File: src/design/dsgs_pkg.sv
`default_nettype none
package dsgs_pkg;
   // Register byte offsets
   localparam logic [7:0] OFS_CTRL = 8'h00;
   localparam logic [7:0] OFS_DECEL = 8'h04;
   localparam logic [7:0] OFS_TIME = 8'h08;
   localparam logic [7:0] OFS_EARLY = 8'h14;
   localparam logic [7:0] OFS_END = 8'h18;
   localparam logic [7:0] OFS_STATUS = 8'h24;
   localparam logic [7:0] OFS_STEP = 8'h04;
   // Control register fields
   localparam int CTRL_W = 6;
   localparam int CTRL_AUTO_RESET = 0;
   localparam int CTRL_TQ_OFF_LOW = 1;
   localparam int CTRL_RAMP_BASE = 2;
   localparam int CTRL_EARLY = 5;
   // Ramp on for safe stop one, everything else off, high side selected
   localparam logic [5:0] CTRL_RESET = 6'h04;
   localparam logic [31:0] DECEL_RESET = 32'h3FFF0001;
   localparam logic [31:0] TIME_RESET = 32'h00000000;
   // Status register fields
   localparam int STAT_ACTIVE = 3;
   localparam int STAT_REACHED = 6;
   localparam int STAT_ERROR = 9;
   // Function index of the supervisors
   localparam int FN_STOP_ONE = 0;
   localparam int FN_STOP_TWO = 1;
   localparam int FN_LIM_SPEED = 2;
   localparam int FN_N = 3;
   // Timing: a one microsecond tick for time and ramp supervision
   localparam int CLK_PERIOD_NS = 20;
   localparam int TICK_NS = 1000;
   localparam int TICK_CYC = (TICK_NS + CLK_PERIOD_NS - 1) / CLK_PERIOD_NS;
   // Ramp envelope is kept in speed units times ticks per second
   localparam logic [63:0] ENV_SCALE = 64'h00000000000F4240;
   typedef enum logic [2:0] {
      DSGS_INIT = 3'b001,
      DSGS_OPER = 3'b010,
      DSGS_FAIL = 3'b100
   } dsgs_state_t;
   typedef enum logic [2:0] {
      DSGS_MON_IDLE = 3'b001,
      DSGS_MON_RAMP = 3'b010,
      DSGS_MON_SAFE = 3'b100
   } dsgs_mon_state_t;
endpackage
`default_nettype wire

File: src/design/dsgs_ramp_mon.sv
`timescale 1ns/1ns
`default_nettype none
module dsgs_ramp_mon (
   // Clock and reset
   input wire logic clk,
   input wire logic srst,
   input wire logic tick_us,
   // Configuration
   input wire logic ramp_en,
   input wire logic early_en,
   input wire logic [31:0] decel,
   input wire logic [31:0] time_lim,
   input wire logic [31:0] early_time,
   input wire logic [31:0] end_speed,
   // Request and measured speed
   input wire logic request,
   input wire logic [31:0] speed,
   // Results
   output logic active,
   output logic reached,
   output logic error
);
   import dsgs_pkg::*;

   typedef struct packed {
      dsgs_mon_state_t st;
      logic [63:0] env;
      logic [31:0] timer;
      logic [31:0] below_cnt;
      logic error;
   } dsgs_mon_t;

   dsgs_mon_t r, next_r;
   logic [63:0] speed_scaled;
   logic below;

   assign speed_scaled = {32'h00000000, speed} * ENV_SCALE;
   assign below = speed <= end_speed;

   // Ramp and time supervision of one stop function
   always_comb begin
      next_r = r;
      case (r.st)
         DSGS_MON_IDLE: begin
            if (request) begin
               next_r.st = DSGS_MON_RAMP;
               next_r.env = speed_scaled;
               next_r.timer = 32'h00000000;
               next_r.below_cnt = 32'h00000000;
               next_r.error = 1'b0;
            end
         end
         DSGS_MON_RAMP: begin
            if (!request) begin
               next_r.st = DSGS_MON_IDLE;
            end else begin
               if (tick_us) begin
                  next_r.timer = r.timer + 32'h00000001;
                  // Envelope falls by the slope once per microsecond, floored at zero
                  next_r.env = (r.env > {32'h00000000, decel}) ? r.env - {32'h00000000, decel}
                                                              : 64'h0000000000000000;
                  next_r.below_cnt = below ? r.below_cnt + 32'h00000001 : 32'h00000000;
               end
               if (ramp_en && speed_scaled > r.env) begin
                  next_r.error = 1'b1;
                  next_r.st = DSGS_MON_SAFE;
               end else if (early_en && below && r.below_cnt >= early_time) begin
                  next_r.st = DSGS_MON_SAFE;
               end else if (r.timer >= time_lim) begin
                  // Time is always watched; missing the end speed by then is a fault
                  next_r.st = DSGS_MON_SAFE;
                  next_r.error = !below;
               end
            end
         end
         DSGS_MON_SAFE: begin
            if (!request) begin
               next_r.st = DSGS_MON_IDLE;
            end
         end
         default: begin
            next_r.st = DSGS_MON_IDLE;
         end
      endcase
   end

   // State register
   always_ff @(posedge clk) begin
      if (srst) begin
         r <= '{st: DSGS_MON_IDLE, env: 64'h0000000000000000, timer: 32'h00000000,
                below_cnt: 32'h00000000, error: 1'b0};
      end else begin
         r <= next_r;
      end
   end

   assign active = r.st == DSGS_MON_RAMP;
   assign reached = (r.st == DSGS_MON_SAFE) && !r.error;
   assign error = r.error;
endmodule
`default_nettype wire

File: src/design/dsgs_top.sv
// Behaviour
// - Auto start reset enters Operational by itself
// - Otherwise wait in Init for reset rising edge
// - One-channel torque off drives selected side, high default
// - Safe stop one: ramp plus time, ramp default
// - Safe stop two: optional ramp plus time
// - Limited speed: optional ramp plus time
// - Early limit: below end speed long enough
// - Ramp slope configurable, default 1073676289
// - Operational releases pulses and holding brake until safe stop one is reached
//
// Design decisions made here: the address-and-strobe port and the address map.
`timescale 1ns/1ns
`default_nettype none
module dsgs_top (
   // Clock and reset
   input wire logic clk,
   input wire logic srst,
   // Register port
   input wire logic [7:0] addr,
   input wire logic [31:0] wdata,
   input wire logic wr,
   input wire logic rd,
   output logic [31:0] rdata,
   // Safety controller requests
   input wire logic reset_in,
   input wire logic net_fail,
   input wire logic one_channel_torque_off,
   input wire logic safe_stop_one,
   input wire logic safe_stop_two,
   input wire logic safely_limited_speed,
   input wire logic [31:0] speed,
   // Power stage
   output logic high_side_enable,
   output logic low_side_enable,
   output logic pulse_enable,
   output logic brake_release,
   output logic fail_safe
);
   import dsgs_pkg::*;

   typedef struct packed {
      dsgs_state_t st;
      logic [CTRL_W-1:0] ctrl;
      logic [31:0] decel;
      logic [FN_N-1:0][31:0] time_lim;
      logic [31:0] early_time;
      logic [FN_N-1:0][31:0] end_speed;
      logic [31:0] rdata;
      logic reset_d;
      logic [7:0] tick_cnt;
      logic tick;
      logic high_en;
      logic low_en;
      logic pulse_en;
      logic brake_rel;
      logic fail;
   } dsgs_top_t;

   dsgs_top_t r, next_r;
   logic [FN_N-1:0] req, mon_active, mon_reached, mon_error;
   logic [31:0] status;

   assign req = {safely_limited_speed, safe_stop_two, safe_stop_one};

   // One supervisor per stop function; each is idle unless Operational
   genvar g;
   generate
      for (g = 0; g < FN_N; g++) begin : g_mon
         dsgs_ramp_mon u_mon (
            .clk(clk),
            .srst(srst),
            .tick_us(r.tick),
            .ramp_en(r.ctrl[CTRL_RAMP_BASE + g]),
            .early_en(r.ctrl[CTRL_EARLY]),
            .decel(r.decel),
            .time_lim(r.time_lim[g]),
            .early_time(r.early_time),
            .end_speed(r.end_speed[g]),
            .request(req[g] && r.st == DSGS_OPER),
            .speed(speed),
            .active(mon_active[g]),
            .reached(mon_reached[g]),
            .error(mon_error[g])
         );
      end
   endgenerate

   assign status = {20'h00000, mon_error, mon_reached, mon_active, r.st};

   // Register access, tick divider, restart state and power stage drive
   always_comb begin
      next_r = r;
      next_r.reset_d = reset_in;
      // Tick pulse every microsecond
      if (r.tick_cnt == 8'(TICK_CYC - 1)) begin
         next_r.tick_cnt = 8'h00;
         next_r.tick = 1'b1;
      end else begin
         next_r.tick_cnt = r.tick_cnt + 8'h01;
         next_r.tick = 1'b0;
      end
      // Writes
      if (wr) begin
         if (addr == OFS_CTRL) begin
            next_r.ctrl = wdata[CTRL_W-1:0];
         end
         if (addr == OFS_DECEL) begin
            next_r.decel = wdata;
         end
         if (addr == OFS_EARLY) begin
            next_r.early_time = wdata;
         end
         for (int i = 0; i < FN_N; i++) begin
            if (addr == 8'(OFS_TIME + OFS_STEP * 8'(i))) begin
               next_r.time_lim[i] = wdata;
            end
            if (addr == 8'(OFS_END + OFS_STEP * 8'(i))) begin
               next_r.end_speed[i] = wdata;
            end
         end
      end
      // Reads answer one cycle later; unmapped addresses read zero
      next_r.rdata = 32'h00000000;
      if (rd) begin
         if (addr == OFS_CTRL) begin
            next_r.rdata = {26'h0000000, r.ctrl};
         end
         if (addr == OFS_DECEL) begin
            next_r.rdata = r.decel;
         end
         if (addr == OFS_EARLY) begin
            next_r.rdata = r.early_time;
         end
         if (addr == OFS_STATUS) begin
            next_r.rdata = status;
         end
         for (int i = 0; i < FN_N; i++) begin
            if (addr == 8'(OFS_TIME + OFS_STEP * 8'(i))) begin
               next_r.rdata = r.time_lim[i];
            end
            if (addr == 8'(OFS_END + OFS_STEP * 8'(i))) begin
               next_r.rdata = r.end_speed[i];
            end
         end
      end
      // Restart inhibit; a fault is only left through srst
      case (r.st)
         DSGS_INIT: begin
            if (r.ctrl[CTRL_AUTO_RESET]) begin
               next_r.st = DSGS_OPER;
            end else if (reset_in && !r.reset_d) begin
               next_r.st = DSGS_OPER;
            end
         end
         DSGS_OPER: begin
            if (|mon_error) begin
               next_r.st = DSGS_FAIL;
            end else if (net_fail) begin
               // Network loss re-arms the restart inhibit
               next_r.st = DSGS_INIT;
            end
         end
         DSGS_FAIL: begin
            next_r.st = DSGS_FAIL;
         end
         default: begin
            next_r.st = DSGS_FAIL;
         end
      endcase
      // Outputs follow the state computed for the next cycle
      next_r.fail = next_r.st == DSGS_FAIL;
      next_r.pulse_en = (next_r.st == DSGS_OPER) && !mon_reached[FN_STOP_ONE];
      next_r.brake_rel = next_r.pulse_en;
      next_r.high_en = next_r.pulse_en &&
                       !(one_channel_torque_off && !r.ctrl[CTRL_TQ_OFF_LOW]);
      next_r.low_en = next_r.pulse_en &&
                      !(one_channel_torque_off && r.ctrl[CTRL_TQ_OFF_LOW]);
   end

   // State register
   always_ff @(posedge clk) begin
      if (srst) begin
         r <= '{st: DSGS_INIT, ctrl: CTRL_RESET, decel: DECEL_RESET,
                time_lim: {FN_N{TIME_RESET}}, early_time: TIME_RESET,
                end_speed: {FN_N{TIME_RESET}}, rdata: 32'h00000000, reset_d: 1'b1,
                tick_cnt: 8'h00, tick: 1'b0, high_en: 1'b0, low_en: 1'b0,
                pulse_en: 1'b0, brake_rel: 1'b0, fail: 1'b0};
      end else begin
         r <= next_r;
      end
   end

   assign rdata = r.rdata;
   assign high_side_enable = r.high_en;
   assign low_side_enable = r.low_en;
   assign pulse_enable = r.pulse_en;
   assign brake_release = r.brake_rel;
   assign fail_safe = r.fail;
endmodule
`default_nettype wire

File: config.mk
export PLATFORM = sky130hd
export DESIGN_NAME = dsgs_top
export DESIGN_NICKNAME = d
export VERILOG_FILES = /design/src/design/dsgs_pkg.sv /design/src/design/dsgs_ramp_mon.sv /design/src/design/dsgs_top.sv
export SDC_FILE = /design/constraint.sdc
export NUM_CORES = 2
export LEC_CHECK = 0
export BUFFER_PORTS_ARGS = -buffer_cell sky130_fd_sc_hd__buf_2
export CORE_MARGIN = 2
export CORE_UTILIZATION = 35
export CTS_CLUSTER_DIAMETER = 60
export DETAILED_ROUTE_END_ITERATION = 16
export HOLD_SLACK_MARGIN = 0.02
export REMOVE_ABC_BUFFERS = 1
export SKIP_LAST_GASP = 1
export SYNTH_ARGS = -nofsm -noshare
export SYNTH_HDL_FRONTEND = slang
export SYNTH_HIERARCHICAL = 1
export SYNTH_SLANG_ARGS = --single-unit
File: constraint.sdc
create_clock -name clk -period 9.3 [get_ports clk]
set_input_delay 0.93 -clock clk [delete_from_list [all_inputs] [get_ports clk]]
set_output_delay 0.93 -clock clk [all_outputs]
set_load 0.01 [all_outputs]
== Word-level counts from Yosys, hierarchy flattened ==
Cells that the tools add are included.
Word-level totals
  bits of input ports: 82
  bits in writable memories: 0
  word-level logic and storage cells: 222
  register bits: 707
  memories kept: 0
  output and inout port bits: 37
  ROM bits: 0
  latch bits: 0
Operators by class
  add/sub/neg operators: 10
  reduce and logical (&&, ||, !) cells: 57
  magnitude comparators: 15
  divide/modulo/power cells: 0
  multiply operators: 1
  mux-type cells: 61
  equality and inequality tests: 44
  bitwise gates (word level): 1
  shifts and indexed selects: 0
Operator list (number)
  129-bit one-hot mux with 2 select lines: 3
  132-bit two-way mux: 3
  129-bit two-way mux: 3
  128-bit two-way mux: 3
  32-bit two-way mux: 12
  32-bit by 1-bit adder with 32-bit output (second input constant): 6
  32-bit >= comparator: 6
  52-bit by 64-bit greater-than comparator with 1-bit output: 3
  64-bit by 32-bit greater-than comparator with 1-bit output: 3
  64-bit two-way mux: 3
  64-bit by 32-bit subtractor with 64-bit output: 3
  32-bit less-or-equal comparator: 3
  3-bit two-way mux: 19
  32-bit by 14-bit multiplier with 46-bit output (second input constant): 1
  8-bit by 5-bit == test with 1-bit output (second input constant): 4
  3-bit one-hot mux with 3 select lines: 3
  8-bit by 6-bit == test with 1-bit output (second input constant): 3
  1-bit logical AND: 21
  3-bit inequality test (second input constant): 6
  2-bit AND reduction: 9
  8-bit by 4-bit == test with 1-bit output (second input constant): 2
  3-bit by 2-bit == test with 1-bit output (second input constant): 5
  5-bit inequality test (second input constant): 3
  5-bit AND reduction: 3
  17 further kinds: 59

== Logic depth before layout (Yosys ltp) ==
  word-level depth: 11
  mapped depth: 33
  gate-level depth less buffers: 33

== Hierarchy ==
Netlist, hierarchy kept.
By module, submodules not included
  dsgs_ramp_mon at g_mon[0].u_mon: seq. area each 2642.5 um^2, times used 1, area each 18885.6 um^2, cells each 2275
  dsgs_ramp_mon at g_mon[2].u_mon: seq. area each 2642.5 um^2, times used 1, area each 18801.8 um^2, cells each 2258
  dsgs_ramp_mon at g_mon[1].u_mon: seq. area each 2642.5 um^2, times used 1, area each 18351.4 um^2, cells each 2200
  dsgs_top: seq. area each 6226.0 um^2, times used 1, area each 14033.5 um^2, cells each 1812

== Worst setup path after synthesis ==
No wires, ideal clock.
  path kind: input-to-reg
  from: input speed[3]
  to: register g_mon[2].u_mon/r[131] in the netlist's numbering
  data required time: 9183 ps
  buffers on the path: 1
  path slack: 979 ps
  setup time: 117 ps
  arrival time: 8204 ps
  cell stages on the path: 30
  path through: inv_1 > fa_1 > inv_1 > fa_1 > fa_1 > fa_1 > ha_1 > inv_1 > fa_1 > inv_1 > ha_1 > clkbuf_1 > and4_1 > and4_1 > nand3_1 > a211oi_1 > o21bai_1 > a21oi_1 > o21ai_0 > and2_1 > ha_1 > and4_1 > nand4_1 > or4_1 > or4_1 > o21ai_1 > a31o_1 > nor3b_2 > nand4_1 > a22o_1
On the way
  cells in the longest elaborated chain, start to end: 7
  elaborated cells between the ends (all ways): 12
  classes of those cells: 1 x mul; 2 x order compare; 1 x eq/ne; 4 x mux; 4 x reduce/logical
RTL lines
  start: declaration: RTL line dsgs_top.sv:32  | input wire logic [31:0] speed,
  parallel branches: the longest is 7 deep, another holds 52-bit by 64-bit greater-than comparator with 1-bit output
  end signal: assignment: RTL line dsgs_ramp_mon.sv:90  | r <= '{st: DSGS_MON_IDLE, env: 64'h0000000000000000, timer: 32'h00000000,
  end signal: assignment: RTL line dsgs_ramp_mon.sv:93  | r <= next_r;
  end: declaration: RTL line dsgs_ramp_mon.sv:33  | dsgs_mon_t r, next_r;
Parallel ways; which one is timed is not known.
A chain may end at the register's enable or synchronous reset.

== Worst setup path after layout ==
  from: input speed[1]
  to: register g_mon[2].u_mon/r[131] in the netlist's numbering
The elaborated chain is that of the path after synthesis.

==> results.json <==
{
  "status": "completed",
  "powerDensity_mw_per_mm2": 337,
  "drv_slew": 0,
  "synth_seq_cells": 707,
  "grt_busiest_layer": "met2",
  "reg2reg_slack_ns": 4.76,
  "ir_worst_vdd_uv": 346,
  "seq_area_frac_synth": 0.202,
  "cts_tree": "yes",
  "nFillCells": 20398,
  "fin_skew_ns": 0.0935,
  "max_freq_mhz": 115,
  "io_pins": 119,
  "period_needed_ns": 8.68,
  "grt_pass1_wl_mm": 381,
  "finalPower_mw": 25.9,
  "num_rows": 164,
  "core_area_sq_mm": 0.199,
  "grt_max_degree": 109,
  "track_usage": 0.242,
  "drt-initial-drc-count": 5765,
  "avgSynthCellArea_sq_um": 8.20,
  "wl_per_cell_um": 22.3,
  "h-tree-depth": 3,
  "use_met1": 0.323,
  "globalRouteMet3Util": 0.0343,
  "ys_types": 134,
  "cts_resized": 0,
  "power.leakage_nw": 33.2,
  "r2r-end": "g_mon[2].u_mon/r[62]",
  "dieHeight_um": 451,
  "syn_to_final_growth_pct": 9.73,
  "cts.clk_slew.worst_paths_ns": 0.06,
  "antenna_found_initial": 11,
  "grt-ovfl-total": 0,
  "synth_area_sq_mm": 0.0701,
  "gp_congestion": 0.977,
  "crit_top_cell": "fa_1",
  "tightest_slew_ns": 1.20,
  "clock_sinks": 707,
  "grt_pass1_vias": 62180,
  "slowest_delay_ns": 0.66,
  "crit_slowest_cell": "or4_1",
  "grt_util_met2": 0.384,
  "holdPathStages": 2,
  "hp-class": "input port to flop",
  "drc": 0,
  "layout-drive-gt1-share": 0.0669,
  "hold_viol_final": 0,
  "synth-async-reset-ratio": 0,
  "clk_latency_ns": 0.77,
  "start_util": 0.351,
  "dieArea_sq_mm": 0.204,
  "cts_buffer_depth": 3,
  "rr_startpoint": "r[310]",
  "first_pass_iters": 8,
  "slew_headroom": 0.195,
  "die_x_um": 451,
  "place_area_sq_mm": 0.0736,
  "critical_path.max_fanout": 6,
  "postSynthCellCount": 8545,
  "post_cts_buffers": 0,
  "critical_path_required_ns": 9.88,
  "fin_nets": 10015,
  "crit_arrival_ns": 9.26,
  "drtAntennaViolNets": 0,
  "hold_end": "high_side_enable",
  "vias": 63140,
  "yosysWarnings": 6,
  "critical_path.startpoint_type": "input port",
  "worstHoldStart": "one_channel_torque_off",
  "route.final.wire_length_mm": 251,
  "io_buffer_count": 118,
  "setup-violations-final": 0,
  "worst_r2r_path_depth": 12,
  "path_class": "input port to flop",
  "vias_per_cell": 5.60,
  "hpwl_mm": 196,
  "crit_path_end_kind": "flop",
  "rsz0062_at_grt": "false",
  "ys.flop_type": "dfxtp_1",
  "period_share": 0.934,
  "drv_cap": 0,
  "synth-edff-count": 0,
  "cts_root_buf": "clkbuf_16",
  "cts_buffers": 95,
  "fin_area_sq_mm": 0.0769,
  "postCtsHoldBufs": 0,
  "holdWs_ns": 0.438
}
-- layout by cell type, fill, tap and decap left out, types with 31 or more instances in the layout --
master        n
nand3_1     201
o211ai_1     55
buf_4       162
a221oi_1     61
o22ai_1      47
clkbuf_16    95
and4_1       31
ha_1        989
mux2i_1      41
a21o_1      264
dfxtp_1     707
a22oi_1      43
nor2_1      526
nand4_1     177
buf_2       116
and3_1       78
xnor2_1     186
a211oi_1    105
o21a_1       49
o21bai_1     38
and2_1       44
nor4_1       34
a21oi_1     683
nor3_1      117
nand2b_1     43
o21ai_1      31
nor2b_1      74
nand2_1     895
xor2_1      206
inv_1      1113
o21ai_0     256
a31oi_1      63
fa_1        408
or3_1        39
-- metal layers --
layer	vias to the layer above	wire, um
met1	30696	109000
met4	8	13000
met2	2305	111000
met3	504	18500
met5	-	47
li1	29627	-
-- cell families (layout without fill, tap and decap cells) --
kind of cell / after synthesis / in the layout / share of synthesized area
buffers and inverters: 1506 / 1574 / 0.0857
flip-flops: 707 / 707 / 0.202
multiplexers: 44 / 44 / 0.00634
AND/OR/NAND/NOR: 2443 / 2443 / 0.169
AO/OA/AOI/OAI: 2056 / 2056 / 0.194
XOR/XNOR: 392 / 392 / 0.0490
adder cells (fa/ha/maj): 1397 / 1397 / 0.293
other: 0 / 7 / 0
-- synthesized netlist by cell type (all sizes together) (41+ instances only) --
library cell | instances | share of area
a31oi | 64 | 0.0059
nand2 | 901 | 0.048
a221oi | 66 | 0.0087
mux2i | 41 | 0.0059
ha | 989 | 0.18
and3 | 81 | 0.0073
nor4 | 42 | 0.0050
o21ai | 294 | 0.021
o21a | 50 | 0.0054
xnor2 | 186 | 0.023
nand2b | 46 | 0.0042
clkbuf | 226 | 0.012
nor3 | 126 | 0.0097
a211oi | 108 | 0.012
o211ai | 57 | 0.0062
fa | 408 | 0.12
a22oi | 43 | 0.0046
nor2b | 76 | 0.0068
inv | 1113 | 0.060
dfxtp | 707 | 0.20
nor2 | 529 | 0.029
xor2 | 206 | 0.026
a21oi | 692 | 0.050
o22ai | 48 | 0.0044
buf | 164 | 0.014
and2 | 48 | 0.0043
nand3 | 204 | 0.015
nand4 | 178 | 0.016
a21o | 265 | 0.028
-- final cells by class --
class	instances	area, sq um	area share
Clock buffer	124	2640	0.0343
Antenna cell	7	17.5	0.000228
Sequential cell	707	14200	0.184
Timing Repair Buffer	284	1910	0.0249
Inverter	1116	4190	0.0545
Multi-Input combinational cell	6332	50000	0.650
Clock inverter	50	648	0.00843
Tap cell	2656	3320	0.0432
-- sequential cells by signal, indices dropped and copies added (netlist names) --
name and flops:
fail_safe 1, low_side_enable 1, brake_release 1, high_side_enable 1, g_mon.u_mon/r 393, g_mon.u_mon/error 3, rdata 32, r 275
-- power by group --
group | internal [mW] | switching [mW] | total, mW | leakage [nW]
Sequential | 3.04 | 0.0155 | 3.06 | 5.70
Clock | 2.22 | 1.61 | 3.83 | 1.60
Combinational | 7.97 | 11.1 | 19.0 | 25.9
-- critical path: cells and delay by family --
| family | cells | cell delay, ns |
|---|---|---|
| fa+ha+maj | 8 | 3.49 |
| simple gates | 8 | 2.48 |
| compound gates | 9 | 1.81 |
| buf+inv | 6 | 0.55 |
-- per-stage QoR --
step | setup WS (ns) | TNS [ns] | util | instances
floorplan | 1.09 | 0 | - | 8155
global placement | 0.119 | 0 | 0.369 | 11095
detailed placement | -0.00248 | -0.00248 | 0.369 | 11095
CTS | 0.686 | 0 | 0.385 | 11269
global route | 0.208 | 0 | 0.385 | 11271
finish | 0.617 | 0 | 0.386 | 11276
-- worst max-delay path by stage --
stage / start / depth (start not counted) / endpoint
after floorplan: speed[9] / 29 / g_mon[2].u_mon/r[131]
after global placement: speed[16] / 30 / g_mon[2].u_mon/r[131]
after detailed placement: speed[1] / 31 / g_mon[2].u_mon/r[131]
after CTS: speed[1] / 31 / g_mon[2].u_mon/r[131]
after global routing: speed[2] / 31 / g_mon[2].u_mon/r[131]
final: speed[1] / 31 / g_mon[2].u_mon/r[131]
Note: power is estimated with default switching activity, not from simulation.
